`src/inc/rbf_pkg.sv`:
```
package rbf_pkg;
   // ------------------------------------------------------------
   // Register indices (byte address is four times the index)
   // ------------------------------------------------------------
   localparam logic [7:0] IDX_STATUS = 8'h0b; // State and cipher flag
   localparam logic [7:0] IDX_BITCTL = 8'h0c; // Receive bit framing
   localparam logic [7:0] IDX_COLL = 8'h0d; // First collision
   localparam logic [7:0] IDX_IRQ_STAT = 8'h20; // Sticky events
   localparam logic [7:0] IDX_IRQ_MASK = 8'h21; // Event enables
   localparam int IDX_LSB = 2; // Lowest address bit of the index
   localparam int IDX_MSB = 9; // Highest address bit of the index
   localparam logic [2:0] HSIZE_WORD = 3'h2; // Only whole words

   // ------------------------------------------------------------
   // Field layout
   // ------------------------------------------------------------
   localparam int CIPHER_BIT = 5; // Cipher active flag
   localparam int STATE_W = 3; // Transceiver state field
   localparam int KEEP_BIT = 7; // Keep bits after collision
   localparam int ALIGN_LSB = 4; // First bit position field
   localparam int ALIGN_W = 3;
   localparam int COLLISION_AS_INTEGRITY_ERROR_BIT = 3; // Collision as integrity error
   localparam int LAST_W = 3; // Valid bits of last byte
   localparam int CPV_BIT = 7; // Collision position valid
   localparam int CPOS_W = 7; // Collision position
   localparam logic [6:0] CPOS_MAX = 7'h3f; // Last bit of byte eight
   localparam logic [6:0] CPOS_TOP = 7'h7f; // Counter wraps here and sets the overflow flag

   // ------------------------------------------------------------
   // Interrupt events and reset values
   // ------------------------------------------------------------
   localparam int IRQ_W = 3;
   localparam int IRQ_RXDONE = 0; // Frame received
   localparam int IRQ_COLL = 1; // Collision seen
   localparam int IRQ_INTEG = 2; // Integrity error raised
   localparam logic [7:0] BITCTL_RST = 8'h00;
   localparam logic [2:0] IRQ_MASK_RST = 3'h0;

   // Transceiver state, codes as reported to software
   typedef enum logic [2:0] {
      ST_IDLE = 3'h0,
      ST_TRANSMIT_WAIT_STATE = 3'h1,
      ST_TX = 3'h3,
      ST_RECEIVE_WAIT_STATE = 3'h5,
      ST_WAITDATA = 3'h6,
      ST_RX = 3'h7
   } rbf_state_e;
endpackage

```
`src/inc/rbf_rx_if.sv`:
```
`timescale 1ns/1ps
`default_nettype none
// ------------------------------------------------------------
// Bit stream from the control logic to the packer
// ------------------------------------------------------------
interface rbf_rx_if;
   logic start; // Reception starts, one cycle
   logic bit_valid; // One data bit this cycle
   logic bit_val; // Its value
   logic coll; // Collision on this bit
   logic eof; // Frame ended
   logic [2:0] align; // First bit position
   logic keep; // Keep bits after collision
   logic byte_valid; // Byte ready, one cycle
   logic [7:0] byte_data; // Packed byte
   logic lb_we; // Last bit count update, one cycle
   logic [2:0] lb_val; // Last bit count
   logic [6:0] coll_pos; // First collision index
   logic coll_pos_valid; // Index is meaningful
   modport ctrl (output start, bit_valid, bit_val, coll, eof, align, keep,
                 input byte_valid, byte_data, lb_we, lb_val, coll_pos, coll_pos_valid);
   modport packer (input start, bit_valid, bit_val, coll, eof, align, keep,
                   output byte_valid, byte_data, lb_we, lb_val, coll_pos, coll_pos_valid);
endinterface
`default_nettype wire

```
`src/rtl/rbf_bit_packer.sv`:
```
`timescale 1ns/1ps
`default_nettype none
module rbf_bit_packer (
   input wire logic clk,
   input wire logic rst,
   rbf_rx_if.packer rx
);
   // ------------------------------------------------------------
   // State
   // ------------------------------------------------------------
   logic [2:0] pos_q, pos_d; // Next bit position in byte
   logic [7:0] data_q, data_d; // Byte under assembly
   logic got_q, got_d; // Current byte holds a bit
   logic [6:0] idx_q, idx_d; // Data bit index incl. offset
   logic ovf_q, ovf_d; // Index ran past its range
   logic cseen_q, cseen_d; // A collision was seen
   logic [6:0] cpos_q, cpos_d; // First collision index
   logic cpv_q, cpv_d; // Index valid
   logic [2:0] align_q, align_d; // Offset of this frame
   logic [7:0] byte_q, byte_d; // Byte out
   logic bv_q, bv_d; // Byte strobe
   logic lbw_q, lbw_d; // Last bit count strobe
   logic [2:0] lb_q, lb_d; // Last bit count
   logic bit_v; // Bit as stored

   // Next state of the packer
   always_comb
   begin
      pos_d = pos_q;
      data_d = data_q;
      got_d = got_q;
      idx_d = idx_q;
      ovf_d = ovf_q;
      cseen_d = cseen_q;
      cpos_d = cpos_q;
      cpv_d = cpv_q;
      align_d = align_q;
      byte_d = byte_q;
      bv_d = 1'b0;
      lbw_d = 1'b0;
      lb_d = lb_q;
      // Bits after the first collision become zero unless kept
      bit_v = rx.bit_val & ~(cseen_q & ~rx.keep);
      if (rx.start)
      begin
         // Fresh frame: offset applies to position and index
         pos_d = rx.align;
         idx_d = {4'h0, rx.align};
         align_d = rx.align;
         ovf_d = 1'b0;
         cseen_d = 1'b0;
         cpos_d = '0;
         cpv_d = 1'b0;
         data_d = '0;
         got_d = 1'b0;
      end
      else if (rx.bit_valid)
      begin
         data_d[pos_q] = bit_v;
         if (rx.coll && !cseen_q)
         begin
            // Only the first collision is recorded
            cseen_d = 1'b1;
            cpos_d = idx_q; // see R11
            cpv_d = ~ovf_q & (idx_q <= rbf_pkg::CPOS_MAX);
         end
         idx_d = idx_q + 7'h1;
         if (idx_q == rbf_pkg::CPOS_TOP)
         begin
            ovf_d = 1'b1;
         end
         pos_d = pos_q + 3'h1;
         if (pos_q == 3'h7)
         begin
            // Byte full; offset 7 moves bit two to the next byte
            bv_d = 1'b1;
            byte_d = data_d;
            data_d = '0;
            got_d = 1'b0;
         end
         else
         begin
            got_d = 1'b1;
         end
      end
      else if (rx.eof)
      begin
         if (got_q)
         begin
            // Flush a partial last byte
            bv_d = 1'b1;
            byte_d = data_q;
            data_d = '0;
            got_d = 1'b0;
         end
         if (align_q != 3'h0)
         begin
            // Bit-oriented frame reports its last byte fill
            lbw_d = 1'b1; // see R6
            lb_d = pos_q;
         end
      end
   end

   // Register the packer state
   always_ff @(posedge clk)
   begin
      if (rst)
      begin
         pos_q <= '0;
         data_q <= '0;
         got_q <= 1'b0;
         idx_q <= '0;
         ovf_q <= 1'b0;
         cseen_q <= 1'b0;
         cpos_q <= '0;
         cpv_q <= 1'b0;
         align_q <= '0;
         byte_q <= '0;
         bv_q <= 1'b0;
         lbw_q <= 1'b0;
         lb_q <= '0;
      end
      else
      begin
         pos_q <= pos_d;
         data_q <= data_d;
         got_q <= got_d;
         idx_q <= idx_d;
         ovf_q <= ovf_d;
         cseen_q <= cseen_d;
         cpos_q <= cpos_d;
         cpv_q <= cpv_d;
         align_q <= align_d;
         byte_q <= byte_d;
         bv_q <= bv_d;
         lbw_q <= lbw_d;
         lb_q <= lb_d;
      end
   end

   assign rx.byte_valid = bv_q;
   assign rx.byte_data = byte_q;
   assign rx.lb_we = lbw_q;
   assign rx.lb_val = lb_q;
   assign rx.coll_pos = cpos_q;
   assign rx.coll_pos_valid = cpv_q;
endmodule // rbf_bit_packer
`default_nettype wire

```
`src/rtl/rbf_top.sv`:
```
`timescale 1ns/1ps
`default_nettype none
// Summary of operation
// Cipher flag: auth sets, host write clears
// Report transceiver state as 3-bit code
// Cleared keep bit zeroes bits after collision
// First bit stored at start position field
// Offset seven spills second bit into next byte
// Zero offset byte-oriented, else bit-oriented
// Optionally flag collisions as integrity errors
// Report valid bits of last byte
// Decoder writes count at end, clears at start
// Position valid flag only when meaningful
// First collision index over first eight bytes
// Index is zero-based bit number
// Start offset is added into the index
// Host trusts index only when flagged valid
// Collision sets flag and stores position
// Clear position and flag at reception start
module rbf_top (
   input wire logic clk,
   input wire logic rst,
   input wire logic hsel,
   input wire logic [31:0] haddr,
   input wire logic [1:0] htrans,
   input wire logic hwrite,
   input wire logic [2:0] hsize,
   input wire logic [31:0] hwdata,
   input wire logic hready,
   output logic hreadyout,
   output logic hresp,
   output logic [31:0] hrdata,
   input wire logic txrx_go,
   input wire logic tx_start,
   input wire logic tx_done,
   input wire logic rx_ready,
   input wire logic rx_sof,
   input wire logic rx_bit_valid,
   input wire logic rx_bit,
   input wire logic rx_bit_coll,
   input wire logic rx_eof,
   input wire logic rx_check_err,
   input wire logic cancel,
   input wire logic cipher_auth_ok,
   output logic [2:0] txrx_state,
   output logic cipher_active,
   output logic rx_byte_valid,
   output logic [7:0] rx_byte,
   output logic collision_detected,
   output logic integrity_error,
   output logic irq
);
   // ------------------------------------------------------------
   // Bus slave
   // ------------------------------------------------------------
   logic ap_ok; // Valid word transfer in address phase
   logic wr_pend_q, wr_pend_d; // Write data phase pending
   logic [7:0] wr_idx_q, wr_idx_d; // Its register index
   logic [31:0] rdata_q, rdata_d; // Read data, from a flop
   logic [7:0] ap_idx; // Index being addressed
   logic wr_stat, wr_bitctl, wr_istat, wr_imask; // Write strobes

   // Control and status registers
   logic cipher_q, cipher_d; // Cipher active
   logic keep_q, keep_d; // Keep bits after collision
   logic [2:0] align_q, align_d; // First bit position
   logic collision_as_integrity_error_q, collision_as_integrity_error_d; // Collision as integrity error
   logic [2:0] lb_q, lb_d; // Valid bits of last byte
   logic cdet_q, cdet_d; // Collision detected
   logic integ_q, integ_d; // Integrity error
   logic [2:0] istat_q, istat_d; // Sticky events
   logic [2:0] imask_q, imask_d; // Event enables
   logic [2:0] events; // Events of this cycle

   // Transceiver sequencing
   rbf_pkg::rbf_state_e state_q, state_d;
   logic rx_start; // Reception begins this cycle
   logic bit_in; // A data bit is taken
   logic coll_in; // That bit collided
   logic eof_in; // Frame end is taken

   rbf_rx_if rx_if ();

   // Address phase decode; only whole words are served, address bits 1:0 are ignored
   assign ap_ok = hsel && hready && htrans[1] && (hsize == rbf_pkg::HSIZE_WORD);
   assign ap_idx = haddr[rbf_pkg::IDX_MSB:rbf_pkg::IDX_LSB];
   assign wr_stat = wr_pend_q && (wr_idx_q == rbf_pkg::IDX_STATUS);
   assign wr_bitctl = wr_pend_q && (wr_idx_q == rbf_pkg::IDX_BITCTL);
   assign wr_istat = wr_pend_q && (wr_idx_q == rbf_pkg::IDX_IRQ_STAT);
   assign wr_imask = wr_pend_q && (wr_idx_q == rbf_pkg::IDX_IRQ_MASK);

   // Next bus state and read data; unmapped reads return zero
   always_comb
   begin
      wr_pend_d = 1'b0;
      wr_idx_d = wr_idx_q;
      rdata_d = '0;
      if (ap_ok && (haddr[31:rbf_pkg::IDX_MSB + 1] == '0))
      begin
         wr_pend_d = hwrite;
         wr_idx_d = ap_idx;
         if (!hwrite)
         begin
            // Reads sample the register before a write in flight lands
            unique case (ap_idx)
               rbf_pkg::IDX_STATUS:
               begin
                  rdata_d[rbf_pkg::CIPHER_BIT] = cipher_q;
                  rdata_d[rbf_pkg::STATE_W - 1:0] = state_q;
               end
               rbf_pkg::IDX_BITCTL:
               begin
                  rdata_d[rbf_pkg::KEEP_BIT] = keep_q;
                  rdata_d[rbf_pkg::ALIGN_LSB +: rbf_pkg::ALIGN_W] = align_q;
                  rdata_d[rbf_pkg::COLLISION_AS_INTEGRITY_ERROR_BIT] = collision_as_integrity_error_q;
                  rdata_d[rbf_pkg::LAST_W - 1:0] = lb_q;
               end
               rbf_pkg::IDX_COLL:
               begin
                  rdata_d[rbf_pkg::CPV_BIT] = rx_if.coll_pos_valid;
                  rdata_d[rbf_pkg::CPOS_W - 1:0] = rx_if.coll_pos;
               end
               rbf_pkg::IDX_IRQ_STAT:
               begin
                  rdata_d[rbf_pkg::IRQ_W - 1:0] = istat_q;
               end
               rbf_pkg::IDX_IRQ_MASK:
               begin
                  rdata_d[rbf_pkg::IRQ_W - 1:0] = imask_q;
               end
               default:
               begin
                  rdata_d = '0;
               end
            endcase
         end
      end
   end

   // Register the bus state
   always_ff @(posedge clk)
   begin
      if (rst)
      begin
         wr_pend_q <= 1'b0;
         wr_idx_q <= '0;
         rdata_q <= '0;
      end
      else
      begin
         wr_pend_q <= wr_pend_d;
         wr_idx_q <= wr_idx_d;
         rdata_q <= rdata_d;
      end
   end

   // Zero wait states, always OKAY
   assign hreadyout = 1'b1;
   assign hresp = 1'b0;
   assign hrdata = rdata_q;

   // ------------------------------------------------------------
   // Transceiver state machine
   // ------------------------------------------------------------
   assign rx_start = (state_q == rbf_pkg::ST_RECEIVE_WAIT_STATE) && rx_ready && !cancel;
   assign bit_in = (state_q == rbf_pkg::ST_RX) && rx_bit_valid && !cancel;
   assign coll_in = bit_in && rx_bit_coll;
   assign eof_in = (state_q == rbf_pkg::ST_RX) && rx_eof && !rx_bit_valid && !cancel;

   // Next state; cancel returns to idle from anywhere
   always_comb
   begin
      state_d = state_q;
      unique case (state_q)
         rbf_pkg::ST_IDLE:
         begin
            if (txrx_go)
            begin
               state_d = rbf_pkg::ST_TRANSMIT_WAIT_STATE;
            end
         end
         rbf_pkg::ST_TRANSMIT_WAIT_STATE:
         begin
            if (tx_start)
            begin
               state_d = rbf_pkg::ST_TX;
            end
         end
         rbf_pkg::ST_TX:
         begin
            if (tx_done)
            begin
               state_d = rbf_pkg::ST_RECEIVE_WAIT_STATE;
            end
         end
         rbf_pkg::ST_RECEIVE_WAIT_STATE:
         begin
            if (rx_ready)
            begin
               state_d = rbf_pkg::ST_WAITDATA;
            end
         end
         rbf_pkg::ST_WAITDATA:
         begin
            if (rx_sof)
            begin
               state_d = rbf_pkg::ST_RX;
            end
         end
         rbf_pkg::ST_RX:
         begin
            if (eof_in)
            begin
               state_d = rbf_pkg::ST_IDLE;
            end
         end
         default:
         begin
            // The unused codes 2 and 4 recover to idle
            state_d = rbf_pkg::ST_IDLE;
         end
      endcase
      if (cancel)
      begin
         state_d = rbf_pkg::ST_IDLE;
      end
   end

   // Register the state
   always_ff @(posedge clk)
   begin
      if (rst)
      begin
         state_q <= rbf_pkg::ST_IDLE;
      end
      else
      begin
         state_q <= state_d;
      end
   end

   // ------------------------------------------------------------
   // Control, error and event registers
   // ------------------------------------------------------------
   assign events[rbf_pkg::IRQ_RXDONE] = eof_in;
   assign events[rbf_pkg::IRQ_COLL] = coll_in;
   assign events[rbf_pkg::IRQ_INTEG] = (coll_in && collision_as_integrity_error_q) || (bit_in && rx_check_err);

   // Next register values; hardware sets win over software clears
   always_comb
   begin
      cipher_d = cipher_q;
      keep_d = keep_q;
      align_d = align_q;
      collision_as_integrity_error_d = collision_as_integrity_error_q;
      lb_d = lb_q;
      cdet_d = cdet_q;
      integ_d = integ_q;
      imask_d = imask_q;
      istat_d = istat_q | events;
      if (wr_stat && !hwdata[rbf_pkg::CIPHER_BIT])
      begin
         // Software may only switch the cipher off
         cipher_d = 1'b0;
      end
      if (cipher_auth_ok)
      begin
         cipher_d = 1'b1;
      end
      if (wr_bitctl)
      begin
         keep_d = hwdata[rbf_pkg::KEEP_BIT];
         align_d = hwdata[rbf_pkg::ALIGN_LSB +: rbf_pkg::ALIGN_W];
         collision_as_integrity_error_d = hwdata[rbf_pkg::COLLISION_AS_INTEGRITY_ERROR_BIT];
         lb_d = hwdata[rbf_pkg::LAST_W - 1:0];
      end
      if (rx_start)
      begin
         // Stale results of the last frame are dropped
         lb_d = '0;
         cdet_d = 1'b0;
         integ_d = 1'b0;
      end
      if (rx_if.lb_we)
      begin
         lb_d = rx_if.lb_val;
      end
      if (coll_in)
      begin
         cdet_d = 1'b1;
      end
      if (events[rbf_pkg::IRQ_INTEG])
      begin
         integ_d = 1'b1;
      end
      if (wr_istat)
      begin
         istat_d = (istat_q & ~hwdata[rbf_pkg::IRQ_W - 1:0]) | events;
      end
      if (wr_imask)
      begin
         imask_d = hwdata[rbf_pkg::IRQ_W - 1:0];
      end
   end

   // Register control and status
   always_ff @(posedge clk)
   begin
      if (rst)
      begin
         cipher_q <= 1'b0;
         keep_q <= rbf_pkg::BITCTL_RST[rbf_pkg::KEEP_BIT];
         align_q <= rbf_pkg::BITCTL_RST[rbf_pkg::ALIGN_LSB +: rbf_pkg::ALIGN_W];
         collision_as_integrity_error_q <= rbf_pkg::BITCTL_RST[rbf_pkg::COLLISION_AS_INTEGRITY_ERROR_BIT];
         lb_q <= rbf_pkg::BITCTL_RST[rbf_pkg::LAST_W - 1:0];
         cdet_q <= 1'b0;
         integ_q <= 1'b0;
         istat_q <= '0;
         imask_q <= rbf_pkg::IRQ_MASK_RST;
      end
      else
      begin
         cipher_q <= cipher_d;
         keep_q <= keep_d;
         align_q <= align_d;
         collision_as_integrity_error_q <= collision_as_integrity_error_d;
         lb_q <= lb_d;
         cdet_q <= cdet_d;
         integ_q <= integ_d;
         istat_q <= istat_d;
         imask_q <= imask_d;
      end
   end

   // ------------------------------------------------------------
   // Bit packer
   // ------------------------------------------------------------
   assign rx_if.start = rx_start;
   assign rx_if.bit_valid = bit_in;
   assign rx_if.bit_val = rx_bit;
   assign rx_if.coll = coll_in;
   assign rx_if.eof = eof_in;
   assign rx_if.align = align_q;
   assign rx_if.keep = keep_q;

   rbf_bit_packer u_packer (
      .clk (clk),
      .rst (rst),
      .rx (rx_if.packer)
   );

   assign txrx_state = state_q;
   assign cipher_active = cipher_q;
   assign rx_byte_valid = rx_if.byte_valid;
   assign rx_byte = rx_if.byte_data;
   assign collision_detected = cdet_q;
   assign integrity_error = integ_q;
   assign irq = |(istat_q & imask_q);
endmodule // rbf_top
`default_nettype wire

```
`config.mk`:
```
export PLATFORM = sky130hd
export DESIGN_NAME = rbf_top
export DESIGN_NICKNAME = d
export VERILOG_FILES = /design/src/inc/rbf_pkg.sv /design/src/inc/rbf_rx_if.sv /design/src/rtl/rbf_bit_packer.sv /design/src/rtl/rbf_top.sv
export SDC_FILE = /design/constraint.sdc
export NUM_CORES = 1
export LEC_CHECK = 0
export ABC_AREA = 1
export BUFFER_PORTS_ARGS = -buffer_cell sky130_fd_sc_hd__buf_2
export CAP_MARGIN = 10
export CORE_AREA = 2 2 110 91
export CTS_CLUSTER_DIAMETER = 60
export DETAILED_ROUTE_END_ITERATION = 7
export DIE_AREA = 0 0 112 93
export GPL_ROUTABILITY_DRIVEN = 1
export HOLD_SLACK_MARGIN = 0.05
export PLACE_DENSITY = 0.8
export SLEW_MARGIN = 20
export SYNTH_ARGS = -nofsm -noshare
export SYNTH_HDL_FRONTEND = slang
export SYNTH_SLANG_ARGS = --single-unit
```
`constraint.sdc`:
```
create_clock -name clk -period 2.4 [get_ports clk]
set_clock_uncertainty 0.15 [all_clocks]
set_input_delay 0.36 -clock clk [delete_from_list [all_inputs] [get_ports clk]]
set_output_delay 0.36 -clock clk [all_outputs]
set_load 0.005 [all_outputs]
```
==> results of run 1 <==
## path summary, 6_finish.rpt
kind,startpoint,to,slack [ps]
hold / removal,hwdata[6],align_q[2],100
setup reg to reg,txrx_state[2],u_packer.rx.coll_pos[4],500
setup / recovery,txrx_state[2],u_packer.rx.coll_pos[4],500
hold reg to reg,u_packer.align_q[1],u_packer.align_q[1],290
## synth_stat cells
library cell / number / area (um^2)
inv_1: 77 / 289
ha_1: 3 / 37.5
dfxtp_1: 82 / 1640
a21oi_1: 28 / 140
nor2_1: 119 / 447
o21ai_1: 1 / 5.00
and3_1: 1 / 6.26
conb_1: 2 / 7.51
a31oi_1: 1 / 6.26
or2_2: 3 / 18.8
nor2_4: 4 / 45.0
a21boi_0: 2 / 15.0
xnor2_1: 1 / 8.76
buf_6: 5 / 56.3
nor3_1: 11 / 55.1
nand3_1: 38 / 190
o31ai_1: 2 / 15.0
nand3b_1: 1 / 7.51
o22ai_1: 1 / 6.26
nand2_1: 172 / 646
inv_2: 4 / 15.0
nand3_2: 2 / 20.0
buf_4: 28 / 210
o21ai_4: 1 / 16.3
clkinv_1: 1 / 3.75
o21ai_0: 47 / 235
o211ai_1: 4 / 30.0
nand2_4: 1 / 11.3
xor2_1: 3 / 26.3
nand4_1: 4 / 25.0
clkbuf_1: 5 / 18.8
## power breakdown
| group | internal [W] | switching (W) |
|---|---|---|
| clock | 0.000915 | 0.000560 |
| sequential | 0.00137 | 0.00000952 |
| combinational | 0.0000703 | 0.000107 |
## layer usage
layer	share of wire	routed length [um]	global-route usage
met5	0	0	0
met4	0.012	121	0.0569
met3	0.052	510	0.0467
met2	0.46	4460	0.319
met1	0.48	4640	0.251
## sequential cells by signal, summed over array words and instances (netlist names), 7 cells and up
register	cells
hrdata	8
u_packer.data_q	8
u_packer.idx_q	7
u_packer.rx.byte_data	8
u_packer.rx.coll_pos	7
wr_idx_q	8
## cell type report
class / instances / area share
sequential: 82 / 0.330
inverter: 82 / 0.0619
timing repair buffer: 86 / 0.0886
clock inverter: 6 / 0.0181
multi-input combinational: 476 / 0.425
tap: 119 / 0.0300
clock buffer: 10 / 0.0461
## worst max-delay path, stage by stage, from the launching register on
cell     delay [ps]
dfxtp_1         530
nand3_2         170
nor2_4          240
nand2_4         100
nor2_4          210
inv_1           150
o21ai_0         170
a21oi_1          50
## stage by stage
| stage | utilization | total power [W] |
|---|---|---|
| floorplan | - | 0.00153 |
| global placement | 0.496 | 0.00158 |
| detailed placement | 0.496 | 0.00158 |
| CTS | 0.530 | 0.00304 |
| global route | 0.530 | 0.00313 |
| finish | 0.530 | 0.00303 |
## kinds of logic after synthesis
| logic type | count (synthesis) |
|---|---|
| AND/OR/NAND/NOR | 356 |
| AO/OA/AOI/OAI | 87 |
| other | 2 |
| flip-flops | 82 |
| buffers and inverters | 120 |
| XOR/XNOR | 4 |
| adder cells (fa/ha/maj) | 3 |
==> summary.md, run 1 <==
| Metric | Value |
|---|---|
| Syn-to-layout area delta | `16.8%` |
| Full die area | `10,400 um^2` |
| Clock slew at reported path FFs | `60 ps` |
| RSZ-0062 raised after global routing | `no` |
| Arrival time worst endpoint | `1980 ps` |
| Tot GR Track Use | `0.192` |
| Simple-gate portion of the synthesized area | `0.346` |
| DR DRC count | `0` |
| Startpoint class of the critical path | `flop` |
| Cts repair resizes | `0` |
| Cell count of the worst hold path | `3` |
| Num CTS Buffers | `9` |
| Via/cell ratio | `4.82` |
| Worst setup margin | `502 ps` |
| VDD IR-drop max | `0.000397 V` |
| Cts hold-fix bufs | `0` |
| Post-Syn Instances | `654` |
| Layout cells sized above 1 | `0.156` |
| Final ANT Viol Nets | `0` |
| Largest net degree at the start of global routing | `24` |
| First DRT Iteration DRCs | `385` |
| CTS tree | `yes` |
| Multi-input logic area | `2110 um^2` |
| Commonest non-fill, non-tap cell in the layout | `nand2_1` |
| PD cells | `609 nW/um^2` |
| Max-cap viol count | `0` |
| Postcts setup bufs | `0` |
| CP Capture Type | `flop` |
| Worst skew pair latency | `340 ps` |
| Post-Layout Cell Count | `861` |
| Sink Count | `82` |
| Fillers | `909` |
| Worst hold slack | `102 ps` |
| Slew headroom | `0.613` |
| Hpwl dp | `7.30 mm` |
| Placer Congestion | `0.883` |
| Mux contribution to synthesized area | `0` |
| Worst r2r path cells | `7` |
| Yosys Warn Count | `0` |
| I/O pin cnt | `136` |
| Clk root buf | `clkbuf_16` |
| Seq. cell area | `1640 um^2` |
| N_diodes | `0` |
| Worst min path class | `in2reg` |
| H-tree depth | `3` |
| Endpoints failing setup | `0` |
| Setup TNS Final | `0 ps` |
| CP Max Fanout | `11` |
| Number of global-route vias before repair | `3,635` |
| WL/cell | `11.3 um` |
| Post-Synth XOR/XNOR Area | `0.00823` |
| Die Height | `93 um` |
| Crit share post-route | `0.791` |
| Synthesized cell area | `4260 um^2` |
| Vias | `4,148` |
| Core Region | `9370 um^2` |
| Die width | `112 um` |
| Final worst path period need | `1900 ps` |
| Rows | `32` |
| Largest family of logic cells by synthesized area | `simple AND/OR/NAND/NOR gates` |
| Initial Util | `0.454` |
| Synth Area in Adders | `0.00882` |
| Finished layout cell area | `4970 um^2` |
| Sequential share of the synthesized area | `0.386` |
| IO Port Bufs | `82` |
| Slew @ Worst Pin | `579 ps` |
| NumNets Final | `826` |
| Setup CP Type | `reg2reg` |
| Pleak | `2.41 nW` |
| Synth Area per Inst | `6.51 um^2` |
| Status | `complete, no violations` |
| First-pass DRT Iterations | `5` |
| Setup WS pre-CTS | `503 ps` |
| GRT overflow | `0` |
| Final hold violation count | `0` |
| Most frequent cells in the layout | `nand2_1, nor2_1, dfxtp_1, buf_2, inv_1` |
| Max Clock Freq | `527 MHz` |
| Compound-Gate Fraction of Synth Area | `0.110` |
| First-pass GRT wire length | `16.3 mm` |
| Netlist cell types | `31` |
| Placed insts | `845` |
| Total Wirelength | `9.73 mm` |
| Placed cell area | `4650 um^2` |
| CP Data Required Time | `2480 ps` |
| Initial antenna violation count | `0` |
| Max clock buf depth | `2` |
| Synthesized flop and latch total | `82` |
| Final Max Slew Viols | `0` |
No activity file was read; power rests on OpenSTA's default activity.
==> inputs of run 2 (changes only) <==
Clock period 2.4 ns to 1.9 ns, I/O delays scaled along.
==> run 2 against run 1 <==
Register-to-register slack worse by 420 ps. Power rose by 23%. Critical path type unchanged. Count of clock-buffer cells in the layout increased by 2. Critical endpoint is now u_packer.idx_q[6]. Via count grew 2.0%. Flip-flop and latch count unchanged. Worst hold slack got worse by 49 ps. Largest power group is now sequential cells. Largest cell class unchanged. Maximum frequency up 4.3%. Core utilization rose by 1.9 points. Die area is the same. Clock power increased by 18%. Design area rose by 3.5%. Highest routed layer unchanged.
==> summary.md, run 2 (synthesis gave the netlist of run 1 again) <==
| Metric | Value |
|---|---|
| Status | `complete, no violations (unchanged)` |
| N_diodes | `0 (unchanged)` |
| CTS tree | `yes (unchanged)` |
| Commonest non-fill, non-tap cell in the layout | `nand2_1 (unchanged)` |
| NumNets Final | `850 (was 826)` |
| Final ANT Viol Nets | `0 (unchanged)` |
| CP max stage delay | `450 ps (was 530 ps)` |
| Ordered list of cells on the worst path | `nand3_2 -> nor2_4 -> inv_2 -> nor2_1 -> nand2_1 -> o21ai_0 -> a21oi_1 (was nand3_2 -> nor2_4 -> nand2_4 -> nor2_4 -> inv_1 -> o21ai_0 -> a21oi_1)` |
| Max clock buf depth | `2 (unchanged)` |
| Number of global-route vias before repair | `3,957 (was 3,635)` |
| Crit path max-delay family | `simple AND/OR/NAND/NOR gates (unchanged)` |
| Die Height | `93 um (unchanged)` |
| Clk root buf | `clkbuf_16 (unchanged)` |
| Rows | `32 (unchanged)` |
| First-pass DRT Iterations | `5 (unchanged)` |
| Num CTS Buffers | `9 (unchanged)` |
| Final Max Slew Viols | `0 (unchanged)` |
| Pleak | `2.51 nW (was 2.41 nW)` |
| WP depth | `7 (unchanged)` |
| Syn-to-layout area delta | `20.9% (was 16.8%)` |
| Max stage delay cell, worst path | `dfxtp_1 (unchanged)` |
| CP Data Required Time | `1970 ps (was 2480 ps)` |
| H-tree depth | `3 (unchanged)` |
| I/O pin cnt | `136 (unchanged)` |
| Layout cells sized above 1 | `0.175 (was 0.156)` |
| Final worst path period need | `1820 ps (was 1900 ps)` |
| VDD IR-drop max | `0.000502 V (was 0.000397 V)` |
| Startpoint class of the critical path | `flop (unchanged)` |
| Worst min path class | `in2reg (unchanged)` |
| Met3 GRT Util | `0.0447 (was 0.0467)` |
| Full die area | `10,400 um^2 (unchanged)` |
| CP Capture Type | `flop (unchanged)` |
| Sink Count | `82 (unchanged)` |
| Worst skew pair latency | `330 ps (was 340 ps)` |
| Setup CP Type | `reg2reg (unchanged)` |
| First-pass GRT wire length | `17.9 mm (was 16.3 mm)` |
| First DRT Iteration DRCs | `450 (was 385)` |
| Via/cell ratio | `4.78 (was 4.82)` |
| Buf+Inv Stages, Crit Path | `1 (unchanged)` |
| RSZ-0062 raised after global routing | `no (unchanged)` |
| Initial Util | `0.454 (unchanged)` |
| Core Region | `9370 um^2 (unchanged)` |
| PD cells | `724 nW/um^2 (was 609 nW/um^2)` |
| Arrival time worst endpoint | `1890 ps (was 1980 ps)` |
| Total Wirelength | `10.3 mm (was 9.73 mm)` |
| Final hold violation count | `0 (unchanged)` |
| DR DRC count | `0 (unchanged)` |
| Max-cap viol count | `0 (unchanged)` |
| IO Port Bufs | `82 (unchanged)` |
| Most frequent cells in the layout | `nand2_1, nor2_1, buf_2, dfxtp_1, inv_1 (was nand2_1, nor2_1, dfxtp_1, buf_2, inv_1)` |
| Setup TNS Final | `0 ps (unchanged)` |
| Die width | `112 um (unchanged)` |
| Hpwl dp | `7.72 mm (was 7.30 mm)` |
| Worst r2r path cells | `7 (unchanged)` |
| Vias | `4,230 (was 4,148)` |
| CP Max Fanout | `13 (was 11)` |
| Cell count of the worst hold path | `3 (unchanged)` |
| Met1 Resource Use GR | `0.276 (was 0.251)` |
| Initial antenna violation count | `0 (unchanged)` |
| Largest net degree at the start of global routing | `26 (was 24)` |
| GRT overflow | `0 (unchanged)` |
| Endpoints failing setup | `0 (unchanged)` |
| GR Util met2 | `0.336 (was 0.319)` |
| WL/cell | `11.6 um (was 11.3 um)` |
| Clock slew at reported path FFs | `60 ps (about the same)` |
| Max Clock Freq | `549 MHz (was 527 MHz)` |
| Tot GR Track Use | `0.207 (was 0.192)` |
| Most Crowded Layer GR | `met2 (unchanged)` |
| Crit share post-route | `0.958 (was 0.791)` |
| Placer Congestion | `0.887 (was 0.883)` |
| Final core occ | `0.549 (was 0.530)` |
## run 2: final cells by class
type                       count  area [um^2]
fill                         884         4230
multi-input combinational    476         2110
timing repair buffer         110          636
clock buffer                  12          246
tap                          119          149
clock inverter                 4         51.3
inverter                      82          308
sequential                    82         1640
## run 2: through the flow
step / std cells / cell area, um^2 / hold slack [ps] / worst slack, ps / total power, W
2_1_floorplan: 678 / 4350 / 261 / 368 / 0.00194
3_5_place_dp: 862 / 4780 / 286 / 116 / 0.00201
4_1_cts: 884 / 5130 / 51.1 / 98.7 / 0.00374
6_report: 885 / 5140 / 52.1 / 79.8 / 0.00372
5_1_grt: 885 / 5140 / 85.7 / 11.6 / 0.00386
3_3_place_gp: 862 / 4780 / 283 / 136 / 0.00200
## run 2: timing repair
action,4_1_cts,5_1_grt
gates resized for setup,0,1
endpoints found under the hold margin,7,0
buffers inserted,0,1
endpoints found under the setup margin,0,2
hold buffers,6,0
## run 2: routing by layer
metal | wire, um | vias up
li1 | - | 2210
met1 | 4850 | 1888
met2 | 4700 | 119
met3 | 622 | 13
met4 | 130 | 0
met5 | 0 | -
## run 2: worst min-delay path: cells and delay by family
kind / cells / cell delay [ps]
buf+inv: 1 / 70
simple gates: 2 / 130
## run 2: worst paths after layout
check,startpoint,end,slack (ps)
setup / recovery,txrx_state[2],u_packer.idx_q[6],80
hold / removal,hwdata[7],keep_q,50
setup reg to reg,txrx_state[2],u_packer.idx_q[6],80
hold reg to reg,u_packer.align_q[1],u_packer.align_q[1],300
## run 2: report_power, final
group / leakage (nW) / internal, W / switching (W) / total [W]
sequential: 0.661 / 0.00173 / 0.00000981 / 0.00174
combinational: 1.71 / 0.000105 / 0.000142 / 0.000247
clock: 0.143 / 0.00106 / 0.000687 / 0.00174
==> inputs of run 3 (changes only) <==
Settings changed: ABC_AREA 1 to default, CORE_AREA 2 2 110 91 to 2 2 107 89, DIE_AREA 0 0 112 93 to 0 0 109 91, PLACE_DENSITY 0.8 to 0.81.
==> run 3 against run 2 <==
Non-clock buffer count is 15 higher. Synthesized cell count decreased by 30%. Design area decreased by 3.6%. Maximum frequency increased by 1.9%. Global-route usage up 1.9 points. Worst hold slack improved by 1.1 ps. Highest routed layer unchanged. Synthesized area fell by 4.7%. Flip-flop and latch count unchanged. Sequential power barely moved.
==> summary.md, run 3 <==
| Metric | Value |
|---|---|
| Status | `complete, no violations (unchanged)` |
| Placed cell area | `4690 um^2 (was 4780 um^2)` |
| Netlist cell types | `64 (was 31)` |
| I/O pin cnt | `136 (unchanged)` |
| Final worst path period need | `1790 ps (was 1820 ps)` |
| EDFF count, synth | `0 (unchanged)` |
| GRT overflow | `0 (unchanged)` |
| N_diodes | `0 (unchanged)` |
| Max Clock Freq | `560 MHz (was 549 MHz)` |
| Worst setup margin | `113 ps (was 79.8 ps)` |
| VDD IR-drop max | `0.000356 V (was 0.000502 V)` |
| Yosys top cell area share | `0.405 (was 0.386)` |
| Initial Util | `0.460 (was 0.454)` |
| WL/cell | `15.6 um (was 11.6 um)` |
| Finished layout cell area | `4960 um^2 (was 5140 um^2)` |
| Mux contribution to synthesized area | `0.0627 (was 0)` |
| Core Region | `8800 um^2 (was 9370 um^2)` |
| Synth Area in Adders | `0.00926 (was 0.00882)` |
| Simple-gate portion of the synthesized area | `0.254 (was 0.346)` |
| IO Port Bufs | `82 (unchanged)` |
| Hold endpoint | `wr_idx_q[5] (was keep_q)` |
| Synth Flop Type | `dfxtp_1 (unchanged)` |
| CP Data Required Time | `2010 ps (was 1970 ps)` |
| Max-cap viol count | `0 (unchanged)` |
| Worst skew pair latency | `360 ps (was 330 ps)` |
| Crit share post-route | `0.940 (was 0.958)` |
| First-pass DRT Iterations | `5 (unchanged)` |
| PD cells | `632 nW/um^2 (was 724 nW/um^2)` |
| NumNets Final | `658 (was 850)` |
| Worst reg-to-reg setup slack | `110 ps (was 80 ps)` |
| Commonest cells in the netlist | `dfxtp_1, nor2_1, a21oi_1, nand2_1, buf_4 (was nand2_1, nor2_1, dfxtp_1, inv_1, o21ai_0)` |
| First DRT Iteration DRCs | `283 (was 450)` |
| Via/cell ratio | `5.62 (was 4.78)` |
| Cell count of the worst hold path | `3 (unchanged)` |
| CP max stage delay | `430 ps (was 450 ps)` |
| CP Capture Type | `flop (unchanged)` |
| Initial antenna violation count | `0 (unchanged)` |
| Endpoints failing setup | `0 (unchanged)` |
| Full die area | `9920 um^2 (was 10,400 um^2)` |
| Slew headroom | `0.651` |
| Clk root buf | `clkbuf_8 (was clkbuf_16)` |
| CP Max Fanout | `10 (was 13)` |
| Synthesized flop and latch total | `82 (unchanged)` |
| Largest net degree at the start of global routing | `27 (was 26)` |
| Clock slew at reported path FFs | `80 ps (was 60 ps)` |
| Crit path max-delay family | `simple AND/OR/NAND/NOR gates (unchanged)` |
| Ordered list of cells on the worst path | `and4b_1 -> nand2_2 -> or3_1 -> a32o_1 (was nand3_2 -> nor2_4 -> inv_2 -> nor2_1 -> nand2_1 -> o21ai_0 -> a21oi_1)` |
| Hpwl dp | `8.18 mm (was 7.72 mm)` |
| Post-Synth XOR/XNOR Area | `0.0130 (was 0.00823)` |
| Worst hold slack | `53.2 ps (was 52.1 ps)` |
| RSZ-0062 raised after global routing | `no (unchanged)` |
| Placer Congestion | `0.876 (was 0.887)` |
| Most frequent cells in the layout | `dfxtp_1, buf_2, nor2_1, a21oi_1, buf_4 (was nand2_1, nor2_1, buf_2, dfxtp_1, inv_1)` |
| Worst r2r path cells | `4 (was 7)` |
| Most common cell in the netlist | `dfxtp_1 (was nand2_1)` |
| Setup CP Type | `reg2reg (unchanged)` |
| Final Max Slew Viols | `0 (unchanged)` |
| Final ANT Viol Nets | `0 (unchanged)` |
| CTS tree | `yes (unchanged)` |
| Compound-Gate Fraction of Synth Area | `0.175 (was 0.110)` |
| Sink Count | `82 (unchanged)` |
| Vias | `3,868 (was 4,230)` |
| H-tree depth | `3 (unchanged)` |
| Max stage delay cell, worst path | `or3_1 (was dfxtp_1)` |
| Number of global-route vias before repair | `3,687 (was 3,957)` |
| Synth Area per Inst | `8.91 um^2 (was 6.51 um^2)` |
| Die Height | `91 um (was 93 um)` |
| Synth area leaders | `dfxtp_1, mux2i_1, buf_4 (was dfxtp_1, nand2_1, nor2_1)` |
| Rows | `31 (was 32)` |
| Slew @ Worst Pin | `522 ps` |
| Worst min path class | `in2reg (unchanged)` |
| Power, Total | `0.00313 W (was 0.00372 W)` |
| Sequential share of the synthesized area | `0.405 (was 0.386)` |
| First-pass GRT wire length | `17.6 mm (was 17.9 mm)` |
| Num CTS Buffers | `9 (unchanged)` |
| Pleak | `2.14 nW (was 2.51 nW)` |
| Post-Syn Instances | `455 (was 654)` |
| Arrival time worst endpoint | `1900 ps (was 1890 ps)` |
| Hold Crit Start | `haddr[7] (was hwdata[7])` |
| Max clock buf depth | `2 (unchanged)` |
| Total Wirelength | `10.7 mm (was 10.3 mm)` |
| Final hold violation count | `0 (unchanged)` |
| DR DRC count | `0 (unchanged)` |
| Worst R2R Start | `txrx_state[0] (was txrx_state[2])` |
| Largest family of logic cells by synthesized area | `simple AND/OR/NAND/NOR gates (unchanged)` |
| Tot GR Track Use | `0.226 (was 0.207)` |
| Startpoint class of the critical path | `flop (unchanged)` |
| Reg2reg end | `u_packer.rx.byte_data[3] (was u_packer.idx_q[6])` |
| Die width | `109 um (was 112 um)` |
| Syn-to-layout area delta | `22.3% (was 20.9%)` |
| Synthesized cell area | `4050 um^2 (was 4260 um^2)` |
| Setup WS pre-CTS | `-181 ps (was 116 ps)` |
| Area leader, netlist | `dfxtp_1 (unchanged)` |
| Layout cells sized above 1 | `0.276 (was 0.175)` |
| Buf+Inv Stages, Crit Path | `0 (was 1)` |
| Final core occ | `0.563 (was 0.549)` |
| Synth async-reset ratio | `0 (unchanged)` |
| Postcts setup bufs | `0 (unchanged)` |
| Yosys Warn Count | `0 (unchanged)` |
## run 3: cell types whose count changed after synthesis, moves of 22 or more
cell,delta
nand2_1,-138
nor2_1,-77
inv_1,-68
o21ai_0,-28
nand3_1,-24
mux2i_1,+22
## run 3: cells by family after synthesis
kind of cell	count (synthesis)
compound gates	107
xor+xnor	6
fa+ha+maj	3
buf+inv	55
flops	82
mux	25
other cells	2
simple gates	175
## run 3: what timing repair did
item	4_1_cts	5_1_grt
setup endpoints to repair	0	6
hold buffers	8	0
hold endpoints to repair	7	0
resized for setup	0	1
## run 3: worst min-delay path: stages
cell and delay [ps]:
buf_2 110, nand3_1 70, a21oi_1 50
## run 3: layout make-up
class	instances	area (um^2)
clock buffers	13	179
repair buffers	125	766
multi-input cells	342	2180
clock inverters	2	10.0
inverters	9	33.8
well taps	115	144
flip-flops and latches	82	1640
fillers	758	3850
## run 3: worst max path at each step
stage | start | end | slack [ps] | cells past startpoint
finish | txrx_state[0] | u_packer.rx.byte_data[3] | 110 | 4
floorplan | hsize[0] | hrdata[0] | 100 | 5
detailed placement | haddr[20] | hrdata[2] | -180 | 5
global placement | hsize[0] | hrdata[1] | -10 | 5
CTS | txrx_state[0] | u_packer.rx.byte_data[5] | 50 | 4
global route | u_packer.pos_q[2] | u_packer.rx.byte_data[0] | 7 | 5
## run 3: per-stage QoR
step,instances,setup TNS (ps)
after floorplan,479,0
after global routing,688,0
after global placement,665,-32.5
after detailed placement,665,-986
final,688,0
after CTS,688,0
## run 3: power breakdown
| part | total [W] | leakage, nW | internal, W | switching (W) |
|---|---|---|---|---|
| sequential | 0.00172 | 0.661 | 0.00172 | 0.00000278 |
| clock | 0.00121 | 0.101 | 0.000606 | 0.000599 |
| combinational | 0.000204 | 1.38 | 0.0000892 | 0.000115 |
## run 3: metal layers
| metal | routed length, um | vias up | GRT usage |
|---|---|---|---|
| met2 | 5100 | 168 | 0.372 |
| li1 | - | 1836 | - |
| met4 | 250 | 0 | 0.0929 |
| met3 | 720 | 25 | 0.0531 |
| met5 | 0 | - | 0 |
| met1 | 4660 | 1839 | 0.283 |
